`src/include/rra_pkg.sv`:
```
// Shared constants for the register-region access path: memory map,
// master indices, target lanes, timing and error values.
// Assumes a single 250 MHz system clock for all users of the package.
package rra_pkg;

   // ----------------------------------------------------------------
   // Masters on the shared bus
   // ----------------------------------------------------------------
   localparam int M_CPU  = 0;
   localparam int M_PCIE = 1;
   localparam int M_SBA  = 2;
   localparam int PRI_W  = 4;
   localparam int TOK_W  = 12;

   // ----------------------------------------------------------------
   // Memory map, decoded on address bits 31:28 and 31:24
   // ----------------------------------------------------------------
   localparam logic [3:0] RGN_BOOT  = 4'h0;
   localparam logic [3:0] RGN_BOOT3 = 4'h3;
   localparam logic [3:0] RGN_FLASH = 4'h4;
   localparam logic [3:0] RGN_CHIP  = 4'h7;
   localparam logic [3:0] RGN_DRAM  = 4'h8;
   localparam logic [3:0] RGN_DRAM3 = 4'hb;
   localparam logic [3:0] RGN_PCIE  = 4'hc;
   localparam logic [7:0] SUB_LOCAL = 8'h70;
   localparam logic [7:0] SUB_CORE  = 8'h71;
   localparam logic [31:0] BOOT_VECTOR = 32'h0000_0000;

   // Switch-core target number sits in address bits 23:16
   localparam logic [7:0] FAST_ORG_ID   = 8'h00;
   localparam logic [7:0] FAST_QUEUE_ID = 8'h01;

   // ----------------------------------------------------------------
   // Target lanes of the downstream port
   // ----------------------------------------------------------------
   localparam int NT      = 4;
   localparam int T_LOCAL = 0;
   localparam int T_FLASH = 1;
   localparam int T_DRAM  = 2;
   localparam int T_PCIE  = 3;

   // ----------------------------------------------------------------
   // Timing
   // ----------------------------------------------------------------
   localparam int CLK_MHZ     = 250;
   localparam int CORE_ACC_NS = 1000;
   localparam int FAST_ACC_NS = 100;
   localparam int LOCAL_TMO_CYC = 8;
   // Shared targets may take twice the nominal time before we give up
   localparam int CORE_TMO_CYC = 2 * CORE_ACC_NS * CLK_MHZ / 1000;
   localparam int FAST_TMO_CYC = 2 * FAST_ACC_NS * CLK_MHZ / 1000;
   localparam int TMO_W = 10;

   localparam logic [31:0] ERR_DATA = 32'h8888_8888;

   typedef enum logic [1:0] {ST_IDLE, ST_TGT, ST_CORE, ST_DONE} rra_state_t;

endpackage

```
`src/hdl/rra_access_path.sv`:
```
// Address decoder, write buffer and register-access path of the shared bus.
// Assumes targets and masters run on mclk; strap pins are asynchronous.
//
// Summary of operation
// - One buffered register write; a further write stalls until it finishes.
// - Register reads stall the master until data returns.
// - A read after a write waits until the buffered write is done.
// - 0x70xxxxxx decodes to fast local registers.
// - 0x71xxxxxx goes to the switch-core register bus, about 1 us.
// - Organisation and queue targets complete in about 0.1 us.
// - Flash-region reads become flash reads through the boot controller.
// - Flash region is read-only; writes are refused.
// - DRAM-region accesses go to the DRAM controller.
// - PCIe-region accesses become outbound PCIe requests.
// - Reset vector is physical 0; auto boot runs from flash byte 0.
// - Big-endian CPU data is byte-swapped entering and leaving the CPU.
// - Same normal core target: later master waits, round robin; fast exempt.
// - CPU and PCIe core accesses share one serialised core access path.
// - Inbound PCIe is handled on the shared bus like CPU requests.
// - External slave ports use the core bus directly.
// - Serial slave works only while the serial pins belong to it.
// - Two interrupt sources drive CPU interrupt inputs 0 and 1.
// - Default strict priority, CPU highest, programmable per master.
// - With tokens enabled, token holders beat others; priority breaks ties.
`timescale 1ns/1ps
module rra_access_path
   import rra_pkg::*;
#(
   parameter int NM = 3
) (
   input  wire logic                mclk,
   input  wire logic                rst_n,
   input  wire logic [NM-1:0]       mReq,
   input  wire logic [NM-1:0]       mWe,
   input  wire logic [NM*32-1:0]    mAddr,
   input  wire logic [NM*32-1:0]    mWdata,
   output logic [NM-1:0]            mDone_r,
   output logic                     mErr_r,
   output logic [31:0]              mRdata_r,
   input  wire logic [NM*PRI_W-1:0] plPri,
   input  wire logic                wtEn,
   input  wire logic [TOK_W-1:0]    wtTcl,
   input  wire logic [NM*TOK_W-1:0] wtWeight,
   input  wire logic                bootModePin,
   input  wire logic                bigEndPin,
   input  wire logic                siOwnerPin,
   input  wire logic [1:0]          irqSrc,
   output logic [1:0]               cpuIrq_r,
   output logic [31:0]              cpuBootVec_r,
   output logic [NT-1:0]            tReq_r,
   output logic                     tWe_r,
   output logic [31:0]              tAddr_r,
   output logic [31:0]              tWdata_r,
   input  wire logic [NT-1:0]       tAck,
   input  wire logic [NT*32-1:0]    tRdata,
   output logic                     csReq_r,
   output logic                     csWe_r,
   output logic [23:0]              csAddr_r,
   output logic [31:0]              csWdata_r,
   output logic                     csFast_r,
   input  wire logic                csAck,
   input  wire logic [31:0]         csRdata,
   input  wire logic                extReq,
   input  wire logic                extSerial,
   input  wire logic                extWe,
   input  wire logic [23:0]         extAddr,
   input  wire logic [31:0]         extWdata,
   output logic                     extDone_r,
   output logic                     extErr_r,
   output logic [31:0]              extRdata_r
);

   localparam int MW = $clog2(NM);

   if (NM < 2 || NM > 4) begin : g_badNm
      $error("rra_access_path: NM must be 2..4");
   end

   function automatic logic [31:0] bswap(input logic [31:0] d);
      return {d[7:0], d[15:8], d[23:16], d[31:24]};
   endfunction

   function automatic logic isFast(input logic [23:0] a);
      return a[23:16] == FAST_ORG_ID || a[23:16] == FAST_QUEUE_ID;
   endfunction

   // ----------------------------------------------------------------
   // Strap synchronisers
   // ----------------------------------------------------------------
   logic [2:0] strapMeta_r;
   logic [2:0] strapSync_r;
   logic       bootMode;
   logic       bigEnd;
   logic       siOwner;

   always_ff @(posedge mclk or negedge rst_n) begin
      if (!rst_n) begin
         strapMeta_r <= '0;
         strapSync_r <= '0;
      end else begin
         strapMeta_r <= {siOwnerPin, bigEndPin, bootModePin};
         strapSync_r <= strapMeta_r;
      end
   end

   assign bootMode = strapSync_r[0];
   assign bigEnd   = strapSync_r[1];
   assign siOwner  = strapSync_r[2];

   always_ff @(posedge mclk or negedge rst_n) begin
      if (!rst_n) begin
         cpuIrq_r     <= '0;
         cpuBootVec_r <= '0;
      end else begin
         cpuIrq_r     <= irqSrc;
         cpuBootVec_r <= BOOT_VECTOR;
      end
   end

   // ----------------------------------------------------------------
   // Shared-bus arbitration
   // ----------------------------------------------------------------
   rra_state_t    st_r;
   logic [MW-1:0] owner_r;
   logic [MW-1:0] gntIdx;
   logic          gntValid;
   logic [NM-1:0] useVec;

   // CPU and inbound PCIe are peers on the shared bus
   rra_sba_arb #(.NM(NM)) u_arb (
      .mclk     (mclk),
      .rst_n    (rst_n),
      .req      (mReq & ~mDone_r),
      .pri      (plPri),
      .wtEn     (wtEn),
      .wtTcl    (wtTcl),
      .wtWeight (wtWeight),
      .useVec   (useVec),
      .gntIdx   (gntIdx),
      .gntValid (gntValid)
   );

   // ----------------------------------------------------------------
   // Decode of the granted request
   // ----------------------------------------------------------------
   logic        ownBuf_r;
   logic        wbValid_r;
   logic        wbWe_r;
   logic [31:0] wbAddr_r;
   logic [31:0] wbData_r;

   wire  [31:0] gAddr    = mAddr[gntIdx*32 +: 32];
   wire         gWe      = mWe[gntIdx];
   wire         gIsCpu   = (gntIdx == MW'(M_CPU));
   wire  [31:0] gWdata   = (gIsCpu && bigEnd) ? bswap(mWdata[gntIdx*32 +: 32])
                                              : mWdata[gntIdx*32 +: 32];
   wire  [3:0]  gRgn     = gAddr[31:28];
   wire         gBoot    = gRgn >= RGN_BOOT && gRgn <= RGN_BOOT3;
   wire         gFlash   = gRgn == RGN_FLASH || (gBoot && bootMode);
   wire         gDram    = (gRgn >= RGN_DRAM && gRgn <= RGN_DRAM3)
                           || (gBoot && !bootMode);
   wire         gPcie    = gRgn >= RGN_PCIE;
   wire         gLocal   = gAddr[31:24] == SUB_LOCAL;
   wire         gCore    = gAddr[31:24] == SUB_CORE;
   wire         gChip    = gLocal || gCore;
   // Unmapped space and flash writes end at once with an error
   wire         gRefuse  = !(gFlash || gDram || gPcie || gChip) || (gFlash && gWe);
   wire  [1:0]  gLane    = gFlash ? 2'(T_FLASH) : gDram ? 2'(T_DRAM)
                         : gPcie ? 2'(T_PCIE) : 2'(T_LOCAL);

   assign useVec = (st_r != ST_IDLE && !ownBuf_r) ? NM'(1) << owner_r : '0;

   // ----------------------------------------------------------------
   // Main access state machine
   // ----------------------------------------------------------------
   logic              intReq_r;
   logic              coreDone_r;
   logic              coreErr_r;
   logic [31:0]       coreData_r;
   logic [TMO_W-1:0]  tCnt_r;
   logic [1:0]        lane_r;

   wire        laneAck  = tAck[lane_r];
   wire [31:0] laneData = tRdata[lane_r*32 +: 32];
   wire        tTmo     = lane_r == 2'(T_LOCAL) && tCnt_r == TMO_W'(LOCAL_TMO_CYC);
   wire        ownCpuBe = owner_r == MW'(M_CPU) && bigEnd;

   task automatic finish(input logic err, input logic [31:0] d);
      if (ownBuf_r) begin
         wbValid_r <= 1'b0;
      end else begin
         mDone_r[owner_r] <= 1'b1;
         mErr_r           <= err;
         mRdata_r         <= ownCpuBe ? bswap(d) : d;
      end
      tReq_r   <= '0;
      intReq_r <= 1'b0;
      st_r     <= ST_DONE;
   endtask

   always_ff @(posedge mclk or negedge rst_n) begin
      if (!rst_n) begin
         st_r      <= ST_IDLE;
         owner_r   <= '0;
         ownBuf_r  <= 1'b0;
         wbValid_r <= 1'b0;
         wbWe_r    <= 1'b0;
         wbAddr_r  <= '0;
         wbData_r  <= '0;
         tReq_r    <= '0;
         tWe_r     <= 1'b0;
         tAddr_r   <= '0;
         tWdata_r  <= '0;
         lane_r    <= '0;
         tCnt_r    <= '0;
         intReq_r  <= 1'b0;
         mDone_r   <= '0;
         mErr_r    <= 1'b0;
         mRdata_r  <= '0;
      end else begin
         mDone_r <= '0;
         tCnt_r  <= (st_r == ST_TGT) ? tCnt_r + 1'b1 : '0;
         case (st_r)
            ST_IDLE: begin
               if (wbValid_r) begin
                  // Drain first, so a following read sees the write done
                  ownBuf_r <= 1'b1;
                  tWe_r    <= 1'b1;
                  tAddr_r  <= wbAddr_r;
                  tWdata_r <= wbData_r;
                  lane_r   <= 2'(T_LOCAL);
                  if (wbAddr_r[31:24] == SUB_CORE) begin
                     intReq_r <= 1'b1;
                     st_r     <= ST_CORE;
                  end else begin
                     tReq_r[T_LOCAL] <= 1'b1;
                     st_r            <= ST_TGT;
                  end
               end else if (gntValid) begin
                  owner_r  <= gntIdx;
                  ownBuf_r <= 1'b0;
                  tWe_r    <= gWe;
                  tAddr_r  <= gAddr;
                  tWdata_r <= gWdata;
                  lane_r   <= gLane;
                  if (gRefuse) begin
                     mDone_r[gntIdx] <= 1'b1;
                     mErr_r          <= 1'b1;
                     mRdata_r        <= ERR_DATA;
                     st_r            <= ST_DONE;
                  end else if (gChip && gWe) begin
                     wbValid_r       <= 1'b1;
                     wbWe_r          <= 1'b1;
                     wbAddr_r        <= gAddr;
                     wbData_r        <= gWdata;
                     mDone_r[gntIdx] <= 1'b1;
                     mErr_r          <= 1'b0;
                     st_r            <= ST_DONE;
                  end else if (gCore) begin
                     intReq_r <= 1'b1;
                     st_r     <= ST_CORE;
                  end else begin
                     tReq_r[gLane] <= 1'b1;
                     st_r          <= ST_TGT;
                  end
               end
            end
            ST_TGT: begin
               if (laneAck) begin
                  finish(1'b0, laneData);
               end else if (tTmo) begin
                  finish(1'b1, ERR_DATA);
               end
            end
            ST_CORE: begin
               if (coreDone_r) begin
                  finish(coreErr_r, coreData_r);
               end
            end
            ST_DONE: begin
               // Gap cycle lets the master drop its request after the done pulse
               st_r <= ST_IDLE;
            end
            default: begin
               st_r <= ST_IDLE;
            end
         endcase
      end
   end

   // ----------------------------------------------------------------
   // Switch-core register bus lane, shared with the external slaves
   // ----------------------------------------------------------------
   logic             csOwnExt_r;
   logic             rrExt_r;
   logic             csGap_r;
   logic [TMO_W-1:0] csCnt_r;

   // Serial slave requests only count while the serial pins are its own
   wire extOk   = extReq && (!extSerial || siOwner) && !extDone_r;
   wire intOk   = intReq_r && !coreDone_r;
   wire extFast = isFast(extAddr);
   wire intFast = isFast(tAddr_r[23:0]);
   // Fast targets are not part of the round robin; internal goes first
   wire pickExt = extOk && (!intOk || (rrExt_r && !intFast && !extFast));
   wire csTmo   = csCnt_r == (csFast_r ? TMO_W'(FAST_TMO_CYC)
                                       : TMO_W'(CORE_TMO_CYC));
   wire csEnd   = csReq_r && (csAck || csTmo);

   always_ff @(posedge mclk or negedge rst_n) begin
      if (!rst_n) begin
         csReq_r    <= 1'b0;
         csWe_r     <= 1'b0;
         csAddr_r   <= '0;
         csWdata_r  <= '0;
         csFast_r   <= 1'b0;
         csOwnExt_r <= 1'b0;
         rrExt_r    <= 1'b0;
         csGap_r    <= 1'b0;
         csCnt_r    <= '0;
         coreDone_r <= 1'b0;
         coreErr_r  <= 1'b0;
         coreData_r <= '0;
         extDone_r  <= 1'b0;
         extErr_r   <= 1'b0;
         extRdata_r <= '0;
      end else begin
         coreDone_r <= 1'b0;
         extDone_r  <= 1'b0;
         csGap_r    <= 1'b0;
         csCnt_r    <= csReq_r ? csCnt_r + 1'b1 : '0;
         if (csEnd) begin
            csReq_r <= 1'b0;
            csGap_r <= 1'b1;
            if (csOwnExt_r) begin
               extDone_r  <= 1'b1;
               extErr_r   <= !csAck;
               extRdata_r <= csAck ? csRdata : ERR_DATA;
            end else begin
               coreDone_r <= 1'b1;
               coreErr_r  <= !csAck;
               coreData_r <= csAck ? csRdata : ERR_DATA;
            end
         end else if (!csReq_r && !csGap_r && (extOk || intOk)) begin
            csReq_r    <= 1'b1;
            csOwnExt_r <= pickExt;
            csWe_r     <= pickExt ? extWe : tWe_r;
            csAddr_r   <= pickExt ? extAddr : tAddr_r[23:0];
            csWdata_r  <= pickExt ? extWdata : tWdata_r;
            csFast_r   <= pickExt ? extFast : intFast;
            if (extOk && intOk && !intFast && !extFast) begin
               rrExt_r <= !pickExt;
            end
         end
      end
   end

endmodule

```
`src/hdl/rra_sba_arb.sv`:
```
// Shared-bus arbiter: strict priority with optional weighted tokens.
// Requests and usage come from logic on the same clock.
`timescale 1ns/1ps
module rra_sba_arb
   import rra_pkg::*;
#(
   parameter int NM = 3
) (
   input  wire logic                    mclk,
   input  wire logic                    rst_n,
   input  wire logic [NM-1:0]           req,
   input  wire logic [NM*PRI_W-1:0]     pri,
   input  wire logic                    wtEn,
   input  wire logic [TOK_W-1:0]        wtTcl,
   input  wire logic [NM*TOK_W-1:0]     wtWeight,
   input  wire logic [NM-1:0]           useVec,
   output logic [$clog2(NM)-1:0]        gntIdx,
   output logic                         gntValid
);

   logic [TOK_W-1:0] period_r;
   logic [TOK_W-1:0] tok_r [NM];
   logic [NM-1:0]    hasTok;
   logic             refresh;

   assign refresh = (period_r >= wtTcl);

   // ----------------------------------------------------------------
   // Token bookkeeping; a weight of zero means unlimited tokens
   // ----------------------------------------------------------------
   always_ff @(posedge mclk or negedge rst_n) begin
      if (!rst_n) begin
         period_r <= '0;
      end else begin
         period_r <= refresh ? '0 : period_r + 1'b1;
      end
   end

   for (genvar i = 0; i < NM; i++) begin : g_tok
      always_ff @(posedge mclk or negedge rst_n) begin
         if (!rst_n) begin
            tok_r[i] <= '0;
         end else if (refresh) begin
            tok_r[i] <= wtWeight[i*TOK_W +: TOK_W];
         end else if (useVec[i] && tok_r[i] != '0) begin
            tok_r[i] <= tok_r[i] - 1'b1;
         end
      end
      assign hasTok[i] = !wtEn || wtWeight[i*TOK_W +: TOK_W] == '0 || tok_r[i] != '0;
   end

   // ----------------------------------------------------------------
   // Token holders first, then priority, then lowest index
   // ----------------------------------------------------------------
   always_comb begin
      logic [PRI_W:0] best;
      logic [PRI_W:0] key;
      best     = '0;
      key      = '0;
      gntIdx   = '0;
      gntValid = 1'b0;
      for (int i = 0; i < NM; i++) begin
         key = {hasTok[i], pri[i*PRI_W +: PRI_W]};
         if (req[i] && (!gntValid || key > best)) begin
            best     = key;
            gntIdx   = i[$clog2(NM)-1:0];
            gntValid = 1'b1;
         end
      end
   end

endmodule

```
`config.mk`:
```
export PLATFORM = sky130hd
export DESIGN_NAME = rra_access_path
export DESIGN_NICKNAME = d
export VERILOG_FILES = /design/src/include/rra_pkg.sv /design/src/hdl/rra_access_path.sv /design/src/hdl/rra_sba_arb.sv
export SDC_FILE = /design/constraint.sdc
export NUM_CORES = 1
export LEC_CHECK = 0
export BUFFER_PORTS_ARGS = -buffer_cell sky130_fd_sc_hd__buf_2
export CAP_MARGIN = 25
export CORE_AREA = 2 2 277 279
export CTS_BUF_LIST = sky130_fd_sc_hd__clkbuf_8
export CTS_CLUSTER_SIZE = 12
export DETAILED_ROUTE_END_ITERATION = 6
export DIE_AREA = 0 0 279 281
export PLACE_DENSITY_LB_ADDON = 0.05
export SLEW_MARGIN = 20
export SYNTH_ARGS = -nofsm -noshare
export SYNTH_HDL_FRONTEND = slang
export SYNTH_HIERARCHICAL = 1
export SYNTH_SLANG_ARGS = --single-unit
```
`constraint.sdc`:
```
create_clock -name mclk -period 13.5 [get_ports mclk]
set_clock_uncertainty 0.15 [all_clocks]
set_input_delay 0 -clock mclk [delete_from_list [all_inputs] [get_ports mclk]]
set_output_delay 0 -clock mclk [all_outputs]
set_load 0.01 [all_outputs]
```
==> impl_metrics.yaml <==
clock_network:
  clk_pin_slew_worst_paths_ns: 0.06
  cts_setup_buffers: 0
  clkSinkCount: 384
  cts_tree: "done"
  clock_path_buffers: 3
  cts_hold_buffers: 418
  cts_resized: 0
  htreeDepth: 3
  cts_buffers: 77
  clockRootBuffer: "clkbuf_8"
  worstSkewPairLatency_ns: 0.64
power_and_ir_drop:
  p_int_w: 0.00348
  powerDensity_nw_per_um2: 189
  leakage_nw: 14.9
  switching_share_pct: 41.0
  p_seq_share_pct: 32.5
  vdd_drop_max_v: 0.000135
  p_clk_share_pct: 20.1
  p_sw_w: 0.00242
  p_comb_share_pct: 47.4
hold_path:
  holdPathStages: 5
  hold_path.class: "in2reg"
detailed_routing:
  routedWlPerCell_um: 19.2
  wl_um: 82200
  drc_errors: 0
  detail-route-antenna-nets: 0
  routed-via-count: 20198
  dr.first_iter.drc_count: 780
  viasPerCell: 4.71
  dr.pass1.iters: 5
sta:
  period_share_pct: 59.8
  slew_viol_final: 0
  final-setup-viol-count: 0
  fin_crit_ns: 8.07
  worstMarginPinSlew_ns: 0.950
  fin_ws_ns: 5.43
  fin_setup_tns_ns: 0
  maxSlewHeadroom_pct: 36.6
  hold_viol: 0
  holdWs_ns: 0.0363
  rsz0062_at_grt: "false"
  clock.fmax_mhz: 124
global_routing:
  grt-ovfl-total: 0
  antenna_found_initial: 13
  grt_max_degree: 142
  grt_usage_pct: 20.5
  grt_first_pass_wirelength_um: 124000
  grt_pass1_vias: 21416
floorplan:
  rows: 101
  io-pin-count: 722
  die_h_um: 281
  core-area_um2: 75400
  die_area_um2: 78400
  fp.dieW_um: 279
  start_util_pct: 28.2
worst_setup_path:
  end_kind: "flop"
  cpMaxStageDelayCell: "buf_4"
  path_cells: "inv_1 -> ha_1 -> or4b_4 -> nor3_4 -> nand3_1 -> ha_1 -> nand3_1 -> o21bai_1 -> a21oi_1 -> mux2_2 -> ha_1 -> nor2b_1 -> o21a_1 -> o21ai_0 -> a21oi_1 -> o21a_4 -> buf_4 -> mux2i_1 -> o21ai_0 -> dlygate4sd3_1 -> mux2i_1 -> dlygate4sd3_1 -> o21ai_0 -> mux2_2"
  cp_max_fo: 48
  cp.depth: 24
  start_kind: "flop"
  rr_worst_depth: 24
  criticalPathCategory: "reg2reg"
  max_stage_delay_ns: 0.77
  cp.buffers_inverters: 4
  crit_family: "buffers and inverters"
  worstPathArrival_ns: 8.43
  required_ns: 13.87
placed_design:
  gp_congestion: 0.873
  pre_cts_ws_ns: 5.70
  dpl.hpwl_um: 59300
  port_buffers: 689
final_layout:
  layout_commonest_cell: "buf_2"
  final_cell_mix: "buf_2, dlygate4sd3_1, dfrtp_1"
  final.fill_count: 7602
  final_nets: 3781
  syn_to_final_growth_pct: 46.9
  drive_above_1_share_pct: 30.4
synth:
  ys_warn_count: 6
  synth-main-ff-cell: "dfrtp_1"
  yosys_register_bits: 384
  ys_seq_area_share_pct: 45.2
  async_flop_share_pct: 100
  yosysUniqueCellTypes: 80
  avgSynthCellArea_um2: 9.72
  synth_edf_count: 0
  netlist_instances: 2188
  syn-cell-area_um2: 21300
status:
  status: "finished clean"
flow_run:
  timing.max_cap.violations: 0
## power groups by stage
stage / sequential [W] / combinational, W / clock [W]
finish: 0.00192 / 0.00279 / 0.00119
global route: 0.00198 / 0.00310 / 0.00130
CTS: 0.00192 / 0.00284 / 0.00124
detailed placement: 0.00193 / 0.00255 / 0
global placement: 0.00193 / 0.00251 / 0
floorplan: 0.00189 / 0.00161 / 0
## tightest hold or removal path, delay by kind of cell
family	cells	cell delay [ns]
buffers and inverters	1	0.08
multiplexers	2	0.34
AO/OA/AOI/OAI	2	0.35
## state kept, by name (all words and copies together) (netlist names), 12 cells and up
| signal | count |
|---|---|
| csWdata_r | 32 |
| u_arb/period_r | 12 |
| u_arb/tok_r | 36 |
| wbAddr_r | 32 |
| coreData_r | 32 |
| mRdata_r | 32 |
| tWdata_r | 32 |
| tAddr_r | 32 |
| wbData_r | 32 |
| extRdata_r | 32 |
| csAddr_r | 24 |
## routing by layer
metal	global-route usage, %	vias to the layer above	part of all wire, %
met5	0	-	0.14
met2	36.7	575	51
met4	7.82	18	3.2
met3	4.79	139	5.7
met1	23.7	9670	40
li1	-	9796	-
## layout make-up
type,instances,area (µm²),area share (%)
Antenna cell,3,7.51,0.0240
Clock buffer,95,1310,4.19
Clock inverter,34,179,0.573
Inverter,43,161,0.517
Multi-Input combinational cell,1616,10800,34.7
Sequential cell,384,9620,30.8
Tap cell,978,1220,3.92
Timing Repair Buffer,1133,7910,25.3
## Yosys cell counts, drive strengths merged (7+ instances only)
cell type	instances	area, µm²
xnor2	13	114
nand3	33	170
o21ai	334	1680
and2	10	62.6
ha	36	450
xor2	28	245
a21o	10	75.1
inv	40	150
mux2i	192	1920
or4	7	56.3
buf	76	474
clkbuf	100	375
nand2b	8	50.1
or4b	7	73.8
dfrtp	384	9610
a22o	25	219
nor3	20	111
o31ai	8	70.1
mux2	119	1360
nand2	366	1370
or3	13	82.6
mux4	33	743
nor4	23	150
nor2b	17	109
and3	9	56.3
nor2	116	435
a21oi	81	409
## stage by stage
step	std cells	utilization (%)	total power, W	instance area (µm²)
after floorplan	2219	-	0.00350	21400
after global placement	3733	33.8	0.00444	25500
after detailed placement	3734	33.8	0.00448	25500
after CTS	4281	41.4	0.00601	31200
after global routing	4286	41.4	0.00637	31200
final	4286	41.4	0.00590	31200
## kinds of logic (layout without fill, tap and decap cells)
| family | count (synthesis) | count (layout) | share of synthesized area (%) |
|---|---|---|---|
| and+or+nand+nor | 653 | 653 | 13.7 |
| AOI/OAI and AO/OA | 510 | 510 | 13.6 |
| DFF | 384 | 384 | 45.2 |
| muxes | 344 | 344 | 18.9 |
| buffers and inverters | 219 | 1305 | 4.75 |
| xor gates and xnor gates | 41 | 41 | 1.69 |
| adders and majority gates | 36 | 36 | 2.12 |
| other | 1 | 35 | 0.0176 |
## path summary, 6_finish.rpt
path,to,slack [ns],startpoint
max in group asynchronous,st_r[0],11.41,rst_n
worst min register to register,strapSync_r[2],0.18,strapMeta_r[2]
min in group asynchronous,extRdata_r[13],0.35,rst_n
worst max register to register,tWdata_r[30],5.43,u_arb/tok_r[13]
worst max-delay path,tWdata_r[30],5.43,u_arb/tok_r[13]
worst min-delay path,mRdata_r[28],0.04,tRdata[92]
Note: power is estimated with default switching activity, not from simulation.
